--- src/hw/amcc_defs.svh ---
// amcc_defs.svh: register offsets, field positions, reset values and timing counts
// assumes: included by the package and by the modules of the configuration block
`ifndef AMCC_DEFS_SVH
`define AMCC_DEFS_SVH

`define AMCC_ADDR_W 6
`define AMCC_ADDR_MODE 6'h02
`define AMCC_ADDR_CLOCK 6'h03

`define AMCC_MODE_RESET 16'h0510
`define AMCC_CLOCK_RESET 16'h030E
`define AMCC_MODE_WMASK 16'h3F1F
`define AMCC_CLOCK_WMASK 16'h03FF

// operating-mode word fields
`define AMCC_M_REGCRC 13
`define AMCC_M_RXCRC 12
`define AMCC_M_POLY 11
`define AMCC_M_RSTF 10
`define AMCC_M_WLEN_HI 9
`define AMCC_M_WLEN_LO 8
`define AMCC_M_TMO 4
`define AMCC_M_SEL_HI 3
`define AMCC_M_SEL_LO 2
`define AMCC_M_FLOAT 1
`define AMCC_M_PULSE 0

// clock word fields
`define AMCC_C_CH1 9
`define AMCC_C_CH0 8
`define AMCC_C_DIV_HI 7
`define AMCC_C_DIV_LO 6
`define AMCC_C_TURBO 5
`define AMCC_C_OSR_HI 4
`define AMCC_C_OSR_LO 2
`define AMCC_C_PWR_HI 1
`define AMCC_C_PWR_LO 0

// status word positions
`define AMCC_S_POLY 11
`define AMCC_S_RSTF 10

`define AMCC_OSR_BASE 15'h0080
`define AMCC_OSR_TURBO 15'h0040

// fixed low pulse on the ready pin
`define AMCC_PULSE_NS 32
`define AMCC_CLK_NS 8
`define AMCC_PULSE_CYC ((`AMCC_PULSE_NS + `AMCC_CLK_NS - 1) / `AMCC_CLK_NS)
`define AMCC_PCNT_W 4

`endif

--- src/hw/amcc_pkg.sv ---
// amcc_pkg: types shared by the configuration block
// assumes: amcc_defs.svh is on the include path
`include "amcc_defs.svh"
package amcc_pkg;
    typedef enum logic [1:0] {
        AMCC_WL_16 = 2'b00,
        AMCC_WL_24 = 2'b01,
        AMCC_WL_32Z = 2'b10,
        AMCC_WL_32S = 2'b11
    } amcc_wlen_t;

    typedef enum logic [1:0] {
        AMCC_SRC_LAG = 2'b00,
        AMCC_SRC_OR = 2'b01,
        AMCC_SRC_LEAD = 2'b10,
        AMCC_SRC_LEAD2 = 2'b11
    } amcc_src_t;

    typedef enum {
        AMCC_PIN_IDLE,
        AMCC_PIN_LOW,
        AMCC_PIN_PULSE,
        AMCC_PIN_DONE
    } amcc_pin_t;
endpackage : amcc_pkg

--- src/hw/amcc_top.sv ---
// amcc_top: operating-mode and clock/channel configuration words, status mirror, ready pin
// assumes: the serial command decoder presents register accesses on the mclk_in domain
`timescale 1ns/1ns
`include "amcc_defs.svh"

// What this block does
// - mode bit 13 enables register-map CRC
// - mode bit 12 enables input frame CRC
// - mode bit 11 picks CCITT or ANSI
// - writing 0 to bit 10 clears reset flag
// - bits 9:8 pick 16 or 24 bits
// - codes 10/11 give padded or sign-extended 32
// - bits 3:2 pick ready pin source
// - idle ready pin high or floating per bit1
// - ready pin low level or fixed pulse
// - clock bit 9 enables channel 1
// - clock bit 8 enables channel 0
// - bits 7:6 divide clock by 2,4,8,12
// - turbo bit forces ratio 64
// - ratio is 128 shifted by code
// - power code 01 low, 10 high resolution
// - clock word at 03h, reset 030Eh
// - mode word at 02h, reset 0510h
// - reset flag set by any reset, sticky
// - status mirrors word length and CRC type
module amcc_top (
    input wire logic mclk_in,
    input wire logic resetn_in,
    input wire logic reg_wr_in,
    input wire logic reg_rd_in,
    input wire logic [`AMCC_ADDR_W-1:0] reg_addr_in,
    input wire logic [15:0] reg_wdata_in,
    output logic [15:0] reg_rdata_out,
    input wire logic reset_cmd_in,
    input wire logic [1:0] chan_ready_in,
    input wire logic data_read_in,
    input wire logic [23:0] result_in,
    output logic [31:0] word_out,
    output logic [5:0] word_bits_out,
    output logic [15:0] status_out,
    output logic reg_crc_enable_out,
    output logic rx_crc_enable_out,
    output logic crc_ansi_out,
    output logic timeout_enable_out,
    output logic chan1_convert_enable_out,
    output logic chan0_convert_enable_out,
    output logic [3:0] clock_divide_out,
    output logic [14:0] oversampling_ratio_out,
    output logic [1:0] power_profile_out,
    output logic result_ready_pin_out,
    output logic result_ready_pin_oe_n_out
);
    import amcc_pkg::*;

    logic [15:0] mode_q;
    logic [15:0] clock_q;
    logic reset_flag_q;
    logic [1:0] pending_q;
    logic cond_q;
    logic pin_q;
    logic oe_n_q;
    logic [`AMCC_PCNT_W-1:0] pcnt_q;
    amcc_pin_t pin_state_q;
    logic [1:0] chan_en;
    logic [1:0] live;
    logic cond_d;
    logic rise;
    logic wr_mode;
    logic wr_clock;
    amcc_src_t src_sel;
    amcc_wlen_t wlen;

    assign wr_mode = reg_wr_in && (reg_addr_in == `AMCC_ADDR_MODE);
    assign wr_clock = reg_wr_in && (reg_addr_in == `AMCC_ADDR_CLOCK);
    assign src_sel = amcc_src_t'(mode_q[`AMCC_M_SEL_HI:`AMCC_M_SEL_LO]);
    assign wlen = amcc_wlen_t'(mode_q[`AMCC_M_WLEN_HI:`AMCC_M_WLEN_LO]);
    assign chan_en = {clock_q[`AMCC_C_CH1], clock_q[`AMCC_C_CH0]};

    // reserved bits are kept at zero whatever software writes
    always_ff @(posedge mclk_in or negedge resetn_in) begin
        if (!resetn_in) begin
            mode_q <= `AMCC_MODE_RESET;
        end else if (wr_mode) begin
            mode_q <= reg_wdata_in & `AMCC_MODE_WMASK;
        end
    end

    always_ff @(posedge mclk_in or negedge resetn_in) begin
        if (!resetn_in) begin
            clock_q <= `AMCC_CLOCK_RESET;
        end else if (wr_clock) begin
            clock_q <= reg_wdata_in & `AMCC_CLOCK_WMASK;
        end
    end

    // a reset command in the same cycle as the clearing write wins
    always_ff @(posedge mclk_in or negedge resetn_in) begin
        if (!resetn_in) begin
            reset_flag_q <= 1'b1;
        end else if (reset_cmd_in) begin
            reset_flag_q <= 1'b1;
        end else if (wr_mode && !reg_wdata_in[`AMCC_M_RSTF]) begin
            reset_flag_q <= 1'b0;
        end
    end

    always_ff @(posedge mclk_in or negedge resetn_in) begin
        if (!resetn_in) begin
            reg_rdata_out <= 16'h0000;
        end else if (reg_rd_in) begin
            unique case (reg_addr_in)
                `AMCC_ADDR_MODE: reg_rdata_out <= mode_q;
                `AMCC_ADDR_CLOCK: reg_rdata_out <= clock_q;
                default: reg_rdata_out <= 16'h0000;
            endcase
        end
    end

    always_ff @(posedge mclk_in or negedge resetn_in) begin
        if (!resetn_in) begin
            status_out <= 16'h0000;
        end else begin
            status_out <= {4'h0, mode_q[`AMCC_M_POLY], reset_flag_q,
                mode_q[`AMCC_M_WLEN_HI:`AMCC_M_WLEN_LO], 6'h00, pending_q};
        end
    end

    // decoded settings
    always_ff @(posedge mclk_in or negedge resetn_in) begin
        if (!resetn_in) begin
            reg_crc_enable_out <= 1'b0;
            rx_crc_enable_out <= 1'b0;
            crc_ansi_out <= 1'b0;
            timeout_enable_out <= 1'b1;
            chan1_convert_enable_out <= 1'b1;
            chan0_convert_enable_out <= 1'b1;
            power_profile_out <= 2'b10;
        end else begin
            reg_crc_enable_out <= mode_q[`AMCC_M_REGCRC];
            rx_crc_enable_out <= mode_q[`AMCC_M_RXCRC];
            crc_ansi_out <= mode_q[`AMCC_M_POLY];
            timeout_enable_out <= mode_q[`AMCC_M_TMO];
            chan1_convert_enable_out <= chan_en[1];
            chan0_convert_enable_out <= chan_en[0];
            // codes 00 and 11 are passed on untouched; software must not use them
            power_profile_out <= clock_q[`AMCC_C_PWR_HI:`AMCC_C_PWR_LO];
        end
    end

    always_ff @(posedge mclk_in or negedge resetn_in) begin
        if (!resetn_in) begin
            clock_divide_out <= 4'h2;
        end else begin
            unique case (clock_q[`AMCC_C_DIV_HI:`AMCC_C_DIV_LO])
                2'b00: clock_divide_out <= 4'h2;
                2'b01: clock_divide_out <= 4'h4;
                2'b10: clock_divide_out <= 4'h8;
                2'b11: clock_divide_out <= 4'hC;
            endcase
        end
    end

    always_ff @(posedge mclk_in or negedge resetn_in) begin
        if (!resetn_in) begin
            oversampling_ratio_out <= 15'h0400;
        end else if (clock_q[`AMCC_C_TURBO]) begin
            oversampling_ratio_out <= `AMCC_OSR_TURBO;
        end else begin
            oversampling_ratio_out <= `AMCC_OSR_BASE << clock_q[`AMCC_C_OSR_HI:`AMCC_C_OSR_LO];
        end
    end

    // per channel pending flag; a new result beats the read that clears it
    for (genvar ch = 0; ch < 2; ch++) begin : g_pend
        always_ff @(posedge mclk_in or negedge resetn_in) begin
            if (!resetn_in) begin
                pending_q[ch] <= 1'b0;
            end else if (chan_ready_in[ch] && chan_en[ch]) begin
                pending_q[ch] <= 1'b1;
            end else if (data_read_in || !chan_en[ch]) begin
                pending_q[ch] <= 1'b0;
            end
        end
    end

    assign live = pending_q & chan_en;

    // lagging waits for every enabled channel, leading takes the first
    always_comb begin
        unique case (src_sel)
            AMCC_SRC_LAG: cond_d = (live == chan_en) && (chan_en != 2'b00);
            AMCC_SRC_OR: cond_d = |live;
            AMCC_SRC_LEAD, AMCC_SRC_LEAD2: cond_d = |live && !cond_q;
        endcase
    end

    always_ff @(posedge mclk_in or negedge resetn_in) begin
        if (!resetn_in) begin
            cond_q <= 1'b0;
        end else if (src_sel == AMCC_SRC_LAG || src_sel == AMCC_SRC_OR) begin
            cond_q <= cond_d;
        end else begin
            cond_q <= |live;
        end
    end

    assign rise = (src_sel[1] ? cond_d : cond_d && !cond_q);

    // pin machine: idle level is high or floated, active is low level or fixed pulse
    always_ff @(posedge mclk_in or negedge resetn_in) begin
        if (!resetn_in) begin
            pin_state_q <= AMCC_PIN_IDLE;
            pcnt_q <= '0;
        end else begin
            unique case (pin_state_q)
                AMCC_PIN_IDLE: begin
                    if (rise && mode_q[`AMCC_M_PULSE]) begin
                        pin_state_q <= AMCC_PIN_PULSE;
                        pcnt_q <= `AMCC_PCNT_W'(`AMCC_PULSE_CYC - 1);
                    end else if (rise) begin
                        pin_state_q <= AMCC_PIN_LOW;
                    end
                end
                AMCC_PIN_LOW: begin
                    if (!(|live)) begin
                        pin_state_q <= AMCC_PIN_IDLE;
                    end
                end
                AMCC_PIN_PULSE: begin
                    if (pcnt_q == '0) begin
                        pin_state_q <= AMCC_PIN_DONE;
                    end else begin
                        pcnt_q <= pcnt_q - 1'b1;
                    end
                end
                AMCC_PIN_DONE: begin
                    if (!(|live)) begin
                        pin_state_q <= AMCC_PIN_IDLE;
                    end
                end
            endcase
        end
    end

    always_ff @(posedge mclk_in or negedge resetn_in) begin
        if (!resetn_in) begin
            pin_q <= 1'b1;
            oe_n_q <= 1'b0;
        end else if (pin_state_q == AMCC_PIN_LOW || pin_state_q == AMCC_PIN_PULSE) begin
            pin_q <= 1'b0;
            oe_n_q <= 1'b0;
        end else begin
            pin_q <= 1'b1;
            oe_n_q <= mode_q[`AMCC_M_FLOAT];
        end
    end

    assign result_ready_pin_out = pin_q;
    assign result_ready_pin_oe_n_out = oe_n_q;

    amcc_word_fmt u_fmt (
        .mclk_in(mclk_in),
        .resetn_in(resetn_in),
        .word_size_select_in(wlen),
        .result_valid_in(|chan_ready_in),
        .result_in(result_in),
        .word_out(word_out),
        .word_bits_out(word_bits_out)
    );
endmodule : amcc_top

--- src/hw/amcc_word_fmt.sv ---
// amcc_word_fmt: shapes a 24-bit conversion result into the selected frame word
// assumes: result and strobe come from the datapath on the same clock
`timescale 1ns/1ns
module amcc_word_fmt (
    input wire logic mclk_in,
    input wire logic resetn_in,
    input wire amcc_pkg::amcc_wlen_t word_size_select_in,
    input wire logic result_valid_in,
    input wire logic [23:0] result_in,
    output logic [31:0] word_out,
    output logic [5:0] word_bits_out
);
    import amcc_pkg::*;

    // result is left justified except in sign-extended 32-bit mode, where it sits in bits 23:0; first bit sent is bit 31
    always_ff @(posedge mclk_in or negedge resetn_in) begin
        if (!resetn_in) begin
            word_out <= 32'h0000_0000;
            word_bits_out <= 6'h18;
        end else if (result_valid_in) begin
            unique case (word_size_select_in)
                AMCC_WL_16: begin
                    word_out <= {result_in[23:8], 16'h0000};
                    word_bits_out <= 6'h10;
                end
                AMCC_WL_24: begin
                    word_out <= {result_in, 8'h00};
                    word_bits_out <= 6'h18;
                end
                AMCC_WL_32Z: begin
                    word_out <= {result_in, 8'h00};
                    word_bits_out <= 6'h20;
                end
                AMCC_WL_32S: begin
                    word_out <= {{8{result_in[23]}}, result_in};
                    word_bits_out <= 6'h20;
                end
            endcase
        end
    end
endmodule : amcc_word_fmt

--- config.mk ---
export PLATFORM = sky130hd
export DESIGN_NAME = amcc_top
export DESIGN_NICKNAME = d
export VERILOG_FILES = /design/src/hw/amcc_pkg.sv /design/src/hw/amcc_top.sv /design/src/hw/amcc_word_fmt.sv
export VERILOG_INCLUDE_DIRS = /design/src /design/src/hw
export SDC_FILE = /design/constraint.sdc
export NUM_CORES = 1
export LEC_CHECK = 0
export BUFFER_PORTS_ARGS = -buffer_cell sky130_fd_sc_hd__buf_2
export CAP_MARGIN = 20
export CORE_MARGIN = 1.5
export CORE_UTILIZATION = 52
export CTS_BUF_LIST = sky130_fd_sc_hd__clkbuf_8
export DETAILED_ROUTE_END_ITERATION = 16
export PLACE_DENSITY_LB_ADDON = 0.3
export SYNTH_ARGS = -nofsm -noshare
export SYNTH_HDL_FRONTEND = slang
export SYNTH_SLANG_ARGS = --single-unit
--- constraint.sdc ---
create_clock -name mclk_in -period 5.8 [get_ports mclk_in]
set_input_delay 0 -clock mclk_in [delete_from_list [all_inputs] [get_ports mclk_in]]
set_output_delay 0 -clock mclk_in [all_outputs]
set_load 0.02 [all_outputs]
Word level (Yosys, flattened, before mapping)
Index checks and enable logic that the tools add are counted.
{ "word_totals": {"in_bits": 54, "wordCells": 107, "reg_bits": 150, "n_memories": 0, "rom_bits": 0, "ram_bits": 0, "latchBits": 0} }
{ "op_classes": {"n_addsub": 1, "mul": 0, "reduce_logical": 35, "shifts": 1, "div": 0, "order_cmp": 0, "n_bitwise": 1, "eq_ne": 22, "muxes": 24} }
{ "ops": {"columns": ["cell", "n"], "rows": [
  ["32-bit one-hot mux with 3 select lines", 2],
  ["32-bit 2-to-1 mux", 4],
  ["32-bit by 2-bit equality test with 1-bit output (second input constant)", 3],
  ["32-bit by 1-bit equality test with 1-bit output (second input constant)", 1],
  ["32-bit by 3-bit equality test with 1-bit output (second input constant)", 1],
  ["32-bit logical NOT", 1],
  ["14-bit one-hot mux with 2 select lines", 1],
  ["6-bit one-hot mux with 3 select lines", 1],
  ["4-bit one-hot mux with 4 select lines", 1],
  ["15-bit 2-to-1 mux", 1],
  ["8-bit by 3-bit left shift with 15-bit output (first input constant)", 1],
  ["2-bit equality test (second input constant)", 6],
  ["6-bit by 2-bit equality test with 1-bit output (second input constant)", 2],
  ["2-bit OR reduction", 6],
  ["1-bit 2-to-1 mux", 10],
  ["2-bit nonzero test", 5],
  ["1-bit logical AND", 9],
  ["4-bit 2-to-1 mux", 2],
  ["2-bit inequality test (second input constant)", 4],
  ["4-bit one-hot mux with 2 select lines", 1],
  ["2-bit by 1-bit equality test with 1-bit output (second input constant)", 3],
  ["2-bit logical NOT", 3],
  ["3-bit AND reduction", 2],
  ["1-bit logical NOT", 4],
  ["7 further kinds", 10]
]} }

Longest topological paths before layout
Gate-level depths: netlist of the first run.
{ "depth": {"word_depth": 9, "depth_mapped": 8, "depth_no_buf": 6} }

Cells and area by module
Synthesis of the first run repeated with hierarchy kept, for this count alone.
{ "hier_totals": {"hier_cells": 415, "hier_area_um2": 4697.0} }
{ "by_module_without_submodules": {"columns": ["mod", "seq_area_each_um2", "area_per_inst_um2", "cells_per_inst", "n_inst"], "rows": [
  ["amcc_top", 1821.7, 3009.1, 245, 1],
  ["amcc_word_fmt", 878.3, 1687.9, 170, 1]
]} }

Least setup slack after synthesis of the first run
OpenSTA, ideal clock, no wires.
{ "synth_path": {"kind": "register -> register", "startpoint": "register mode_q[8]", "endpoint": "register u_fmt.word_out[21]", "arrival_ns": 1.932, "required_time_ns": 5.674, "n_path_buf": 3, "setup_ns": 0.126, "synth_period_minus_slack_ns": 2.058, "path_stages_with_launch": 9, "path_slack_ns": 3.742, "path_cell_list": "dfstp_2 -> inv_1 -> ha_1 -> clkbuf_1 -> or2_2 -> clkbuf_1 -> buf_2 -> a221oi_1 -> nor2_1"} }
{ "synth_between": {"elab_chain_len": 3, "word_cells_on_any_way": 6, "classes_between": "eq/ne (3); mux (1); reduce/logical (2)"} }
{ "synth_lines": {"columns": ["item", "line_no", "text"], "rows": [
  ["start, declared", "amcc_top.sv:55", "logic [15:0] mode_q;"],
  ["start signal, assigned", "amcc_top.sv:82", "mode_q <= `AMCC_MODE_RESET;"],
  ["start signal, assigned", "amcc_top.sv:84", "mode_q <= reg_wdata_in & `AMCC_MODE_WMASK;"],
  ["2-bit by 1-bit equality test with 1-bit output / 2-bit equality test (equally long branches)", "amcc_word_fmt.sv:21", "unique case (word_size_select_in)"],
  ["2-bit OR reduction (no source line)", null, null],
  ["32-bit one-hot mux with 3 select lines (*)", "amcc_word_fmt.sv:21", null],
  ["end signal, assigned", "amcc_word_fmt.sv:23", "word_out <= {result_in[23:8], 16'h0000};"],
  ["end signal, assigned", "amcc_word_fmt.sv:27", "word_out <= {result_in, 8'h00};"],
  ["end signal, assigned", "amcc_word_fmt.sv:31", "word_out <= {result_in, 8'h00};"],
  ["end, declared", "amcc_word_fmt.sv:10", "output logic [31:0] word_out,"]
]} }
Every way passes the cells marked *; elsewhere a longest branch is shown, timed or not. The select of a mux whose other input is x is not followed.
A chain may end at the register's enable or synchronous reset.

Worst setup path after layout of the first run
{ "layout_path": {"startpoint": "register mode_q[8]", "endpoint": "register u_fmt.word_out[28]"} }
Same word-level chain as after synthesis.

==> results.cfg, run 1 <==
[routing]
via_per_inst = 5.27
drtPass1Iterations = 4
vias = 3577
drc = 0
initialDrtViolationCount = 204
wl_per_cell_um = 15.3
ant_nets = 0
wl_um = 10400

[flow_run]
drv_cap = 0

[place]
gp_congestion = 0.778
dp_cells = 618
place_area_mm2 = 0.00512
port_buffers = 128
dp_hpwl_um = 6980
post-place-ws_ns = 3.44

[cts]
cts_root_buf = clkbuf_8
cts_tree = yes
path_clk_slew_ns = 0.11
cts_setup_buffers = 0
numCtsBuffers = 9
cts-resized-gates = 0
cts_num_sinks = 107
h-tree-depth = 3
insertion_delay_ns = 0.36
cts_buffer_depth = 2

[timing]
finalCritPeriodShare_pct = 40.8
final_max_slew_viol_count = 0
finClkSkew_ns = 0.0158
hold_viol = 0
period_minus_slack_ns = 2.37
rsz0062_at_grt = false
worst_slack_ns = 3.43
tightest_slew_ns = 0.979
timing.fmax_ghz = 0.423
setup-violations-final = 0
holdWs_ns = 0.0674
setup_tns_ns = 0
relSlewSlack_pct = 34.7

[grt]
grt_max_degree = 82
grt_pass1_wl_um = 16200
antenna_found_initial = 0
grt_usage_pct = 22.9
gr-total-overflow = 0
first_global_vias = 3329

[logic_synthesis]
synth_area_leaders = dfrtp_1, dfstp_2, mux2_2, buf_4, nand2_1
synth_edf_count = 0
synth_commonest_cells = dfrtp_1, nand2_1, nor2_1
synth_top_flop_cell = dfrtp_1
synth_top_area_share_pct = 49.3
async_reset_ff_share_pct = 100
synth_seq_cells = 107
synth_area_mm2 = 0.00451
synth-compound-area-share_pct = 10.7
yosys.area_share.simple_pct = 13.8
ys_types = 40
avgSynthCellArea_um2 = 11.1
yosysTopAreaCell = dfrtp_1
synthMuxAreaShare_pct = 5.71
synthAdderAreaFrac_pct = 2.77
synthXorXnorAreaFrac_pct = 0
syn_inst = 407
synth-seq-area-share_pct = 59.8
synth.most_common_cell = dfrtp_1
synth_top_family_by_area = simple AND/OR/NAND/NOR gates
ys.warnings.count = 0

[setup_path]
worstSetupPathType = flip-flop to flip-flop
cp-end-kind = flip-flop
worstPathArrival_ns = 2.65
critical_path_required_ns = 6.08
critical_path.max_fanout = 18
cp-start-kind = flip-flop

[final_layout]
instances_no_fill = 679
drive_above_1_share_pct = 33.6
finish.utilization_pct = 69.6
final_nets = 633
fin_area_mm2 = 0.00577
n_antenna_cell = 0
areaGrowthSynthToFinish_pct = 27.9

[power]
finalPower_mw = 1.82
cellPowerDensity_mw_per_mm2 = 315
vdd_ir_drop_max_v = 0.000287
p_leak_nw = 2.93

[die]
die_w_um = 96.2
rows = 33
initial_utilization_pct = 54.4
die_height_um = 96.2
dieArea_mm2 = 0.00925
core-area_mm2 = 0.00830
ioPinCount = 153

[worst_hold_path]
hold_class = primary input to asynchronous set/reset pin

[run_status]
outcome = finished clean
-- final timing paths --
| check | start | to | slack, ns | depth (start not counted) |
|---|---|---|---|---|
| max in group asynchronous | resetn_in | u_fmt.word_out[4] | 4.42 | 3 |
| worst max register to register | mode_q[8] | u_fmt.word_out[28] | 3.43 | 4 |
| min in group mclk_in | reg_rd_in | reg_rdata_out[8] | 0.10 | 2 |
| worst min-delay path | resetn_in | status_out[11] | 0.07 | 2 |
| worst max-delay path | mode_q[8] | u_fmt.word_out[28] | 3.43 | 4 |
| worst min register to register | mode_q[4] | timeout_enable_out | 0.38 | 0 |
-- flip-flops by register name, indices dropped and copies added, names as in the netlist --
| name | count |
|---|---|
| u_fmt.word_out | 32 |
| reg_rdata_out | 14 |
| mode_q | 11 |
| clock_q | 10 |
| oversampling_ratio_out | 9 |
| status_out | 6 |
| pcnt_q | 4 |
| clock_divide_out | 3 |
| u_fmt.word_bits_out | 3 |
| pending_q | 2 |
| pin_state_q | 2 |
| power_profile_out | 2 |
| chan0_convert_enable_out | 1 |
| chan1_convert_enable_out | 1 |
| cond_q | 1 |
| reg_crc_enable_out | 1 |
| reset_flag_q | 1 |
| result_ready_pin_oe_n_out | 1 |
| result_ready_pin_out | 1 |
| rx_crc_enable_out | 1 |
| timeout_enable_out | 1 |
-- layout make-up --
class                   count  area, um2
clock buffers               9        124
clock inverters             7       75.1
inverters                  16       60.1
well taps                 105        131
fillers                   622       2530
multi-input cells         260       1570
repair buffers            175       1110
flip-flops and latches    107       2700
-- routing by layer --
metal  GRT usage [%]  vias up  part of all wire (%)
met3            3.71       27                   6.1
met4            10.8        0                   2.7
li1                -     1675                     -
met2            37.1      142                    49
met1            30.2     1733                    42
met5               0        -                     0
-- logic make-up after synthesis --
logic type               count (synthesis)
AO/OA/AOI/OAI                           72
adder cells (fa/ha/maj)                 10
buffers and inverters                   61
flip-flops                             107
multiplexers                            23
other                                    1
AND/OR/NAND/NOR                        133
-- where the power goes --
part / internal, mW / leakage [nW] / switching, mW
Sequential: 0.850 / 1.34 / 0.0611
Combinational: 0.178 / 1.48 / 0.273
Clock: 0.204 / 0.103 / 0.255
Total: 1.23 / 2.93 / 0.589
-- repair_timing --
action | in CTS | in global routing
endpoints found under the setup margin | 0 | 0
hold endpoints to repair | 82 | 0
hold buffers | 45 | 0
-- worst max-delay path, stage by stage (launching register included) --
cell and delay [ns]:
dfstp_2 0.59, ha_1 0.53, nor2b_1 0.57, a21oi_1 0.36, a21oi_1 0.24
-- layout by cell type, fill, tap and decap left out, types with 9 or more instances in the layout --
cell type,netlist,final
nand2_1,44,44
dlygate4sd3_1,0,45
a221oi_1,9,9
a21oi_1,19,19
inv_1,16,17
buf_2,4,127
nor3_1,9,9
dfrtp_1,89,89
nor2_1,39,38
o21ai_0,17,17
mux2_2,22,22
a22oi_1,16,16
ha_1,10,10
nand3_1,15,15
clkbuf_8,0,9
conb_1,1,22
dfstp_2,18,18
Power figures use the tool's default switching activity.
==> run 2: changes to the inputs <==
==> constraint.sdc (replaced) <==
create_clock -name mclk_in -period 2.4 [get_ports mclk_in]
set_input_delay 0 -clock mclk_in [delete_from_list [all_inputs] [get_ports mclk_in]]
set_output_delay 0 -clock mclk_in [all_outputs]
set_load 0.02 [all_outputs]
==> run 2 against run 1 <==
Effect of this change:
- clock power up 140%
- cell area up 0.65%
- sequential share of layout area down 0.30 points
- final cell count up 0.88%
- die area unchanged
- sequential power up 140%
- setup slack worse by 3.1 ns
- power up 140%
- flip-flop and latch count unchanged
- wire length up 4.5%
- via count up 0.56%
- global-route usage up 1.1 points
==> results.cfg, run 2 (synthesis gave the netlist of run 1 again) <==
[timing]
holdWs_ns = 0.119
hold_viol = 0
period_minus_slack_ns = 2.07
final_max_slew_viol_count = 0
finalCritPeriodShare_pct = 86.4
tightest_slew_ns = 0.675
timing.fmax_ghz = 0.482
setup-violations-final = 0
setup_tns_ns = 0
relSlewSlack_pct = 55.0
finClkSkew_ns = 0.0124
rsz0062_at_grt = false
worst_slack_ns = 0.326

[final_layout]
final_cell_mix = buf_2, dfrtp_1, dlygate4sd3_1, nand2_1, nor2_1
drive_above_1_share_pct = 34.5
regMostFlops = u_fmt.word_out
n_antenna_cell = 0
reg.largest.list = u_fmt.word_out: 32 flops, reg_rdata_out: 14 flops, mode_q: 11 flops
final_nets = 639
largest_reg_flops = 32
finish.utilization_pct = 70.0
layout_commonest_cell = buf_2
areaGrowthSynthToFinish_pct = 28.7

[power]
p_leak_nw = 2.95
finalPower_mw = 4.39
p_sw_share_pct = 33.5
vdd_ir_drop_max_v = 0.000562
pwr-share-seq_pct = 50.2
intPower_mw = 2.92
cellPowerDensity_mw_per_mm2 = 755
comb_power_share_pct = 25.3
clock_power_share_pct = 24.5
p_switching_mw = 1.47

[routing]
drc = 0
vias = 3597
via_per_inst = 5.25
drtPass1Iterations = 4
wl_per_cell_um = 15.8
ant_nets = 0
wl_um = 10900
initialDrtViolationCount = 216

[setup_path]
worstSetupPathType = flip-flop to flip-flop
worstPathArrival_ns = 2.32
cp-end-kind = flip-flop
critical_path_required_ns = 2.65
critical_path.max_fanout = 15
cp-start-kind = flip-flop

[place]
port_buffers = 128
dp_hpwl_um = 7250
post-place-ws_ns = 0.366
gp_congestion = 0.809

[die]
initial_utilization_pct = 54.4
ioPinCount = 153
die_height_um = 96.2
dieArea_mm2 = 0.00925
core-area_mm2 = 0.00830
rows = 33
die_w_um = 96.2

[cts]
cts_root_buf = clkbuf_8
h-tree-depth = 3
insertion_delay_ns = 0.36
cts-resized-gates = 0
cts_buffer_depth = 2
cts_num_sinks = 107
numCtsBuffers = 9
cts_setup_buffers = 0
hold_buffers = 45
cts_tree = yes
path_clk_slew_ns = 0.10

[grt]
gr-total-overflow = 0
grt_max_degree = 47
first_global_vias = 3403
grt_pass1_wl_um = 16700
antenna_found_initial = 0
grt_usage_pct = 24.0

[run_status]
outcome = finished clean

[worst_hold_path]
hold_class = primary input to flip-flop

[flow_run]
drv_cap = 0
## run 2: path summary, 6_finish.rpt
check,slack [ns],start,to,cells past startpoint
worst min-delay path,0.12,reg_rd_in,reg_rdata_out[0],2
worst max register to register,0.33,mode_q[8],u_fmt.word_out[18],5
worst max-delay path,0.33,mode_q[8],u_fmt.word_out[18],5
worst min register to register,0.38,mode_q[4],timeout_enable_out,0
min in group asynchronous,0.16,resetn_in,mode_q[13],2
max in group asynchronous,1.44,resetn_in,oversampling_ratio_out[10],3
## run 2: layer usage
layer,track usage [%],vias up,share of wire [%]
met4,9.80,0,2.3
met5,0,-,0
met3,3.63,20,6.0
met1,31.1,1769,42
li1,-,1682,-
met2,40.3,126,50
## run 2: final cells by class
class	instances	area, um2
Sequential cell	107	2700
Multi-Input combinational cell	260	1570
Clock buffer	10	138
Timing Repair Buffer	181	1150
Tap cell	105	131
Clock inverter	6	53.8
Fill cell	618	2490
Inverter	16	60.1
## run 2: power by group through the flow
stage / combinational (mW) / clock, mW / sequential, mW
after floorplan: 0.574 / 0 / 2.37
after global placement: 1.01 / 0 / 2.22
after detailed placement: 1.05 / 0 / 2.23
after CTS: 1.10 / 1.09 / 2.20
after global routing: 1.21 / 1.16 / 2.23
final: 1.11 / 1.08 / 2.20
## run 2: worst max-delay path, cell delays in order, from the launching register on
cell and delay [ns]:
dfstp_2 0.59, inv_1 0.07, ha_1 0.42, or2_2 0.48, a221oi_1 0.31, nor2_1 0.08
## run 2: stage by stage
step,cell area (um2),std cells
after floorplan,4590,428
after global placement,5170,624
after detailed placement,5170,624
after CTS,5810,685
after global routing,5810,685
final,5810,685
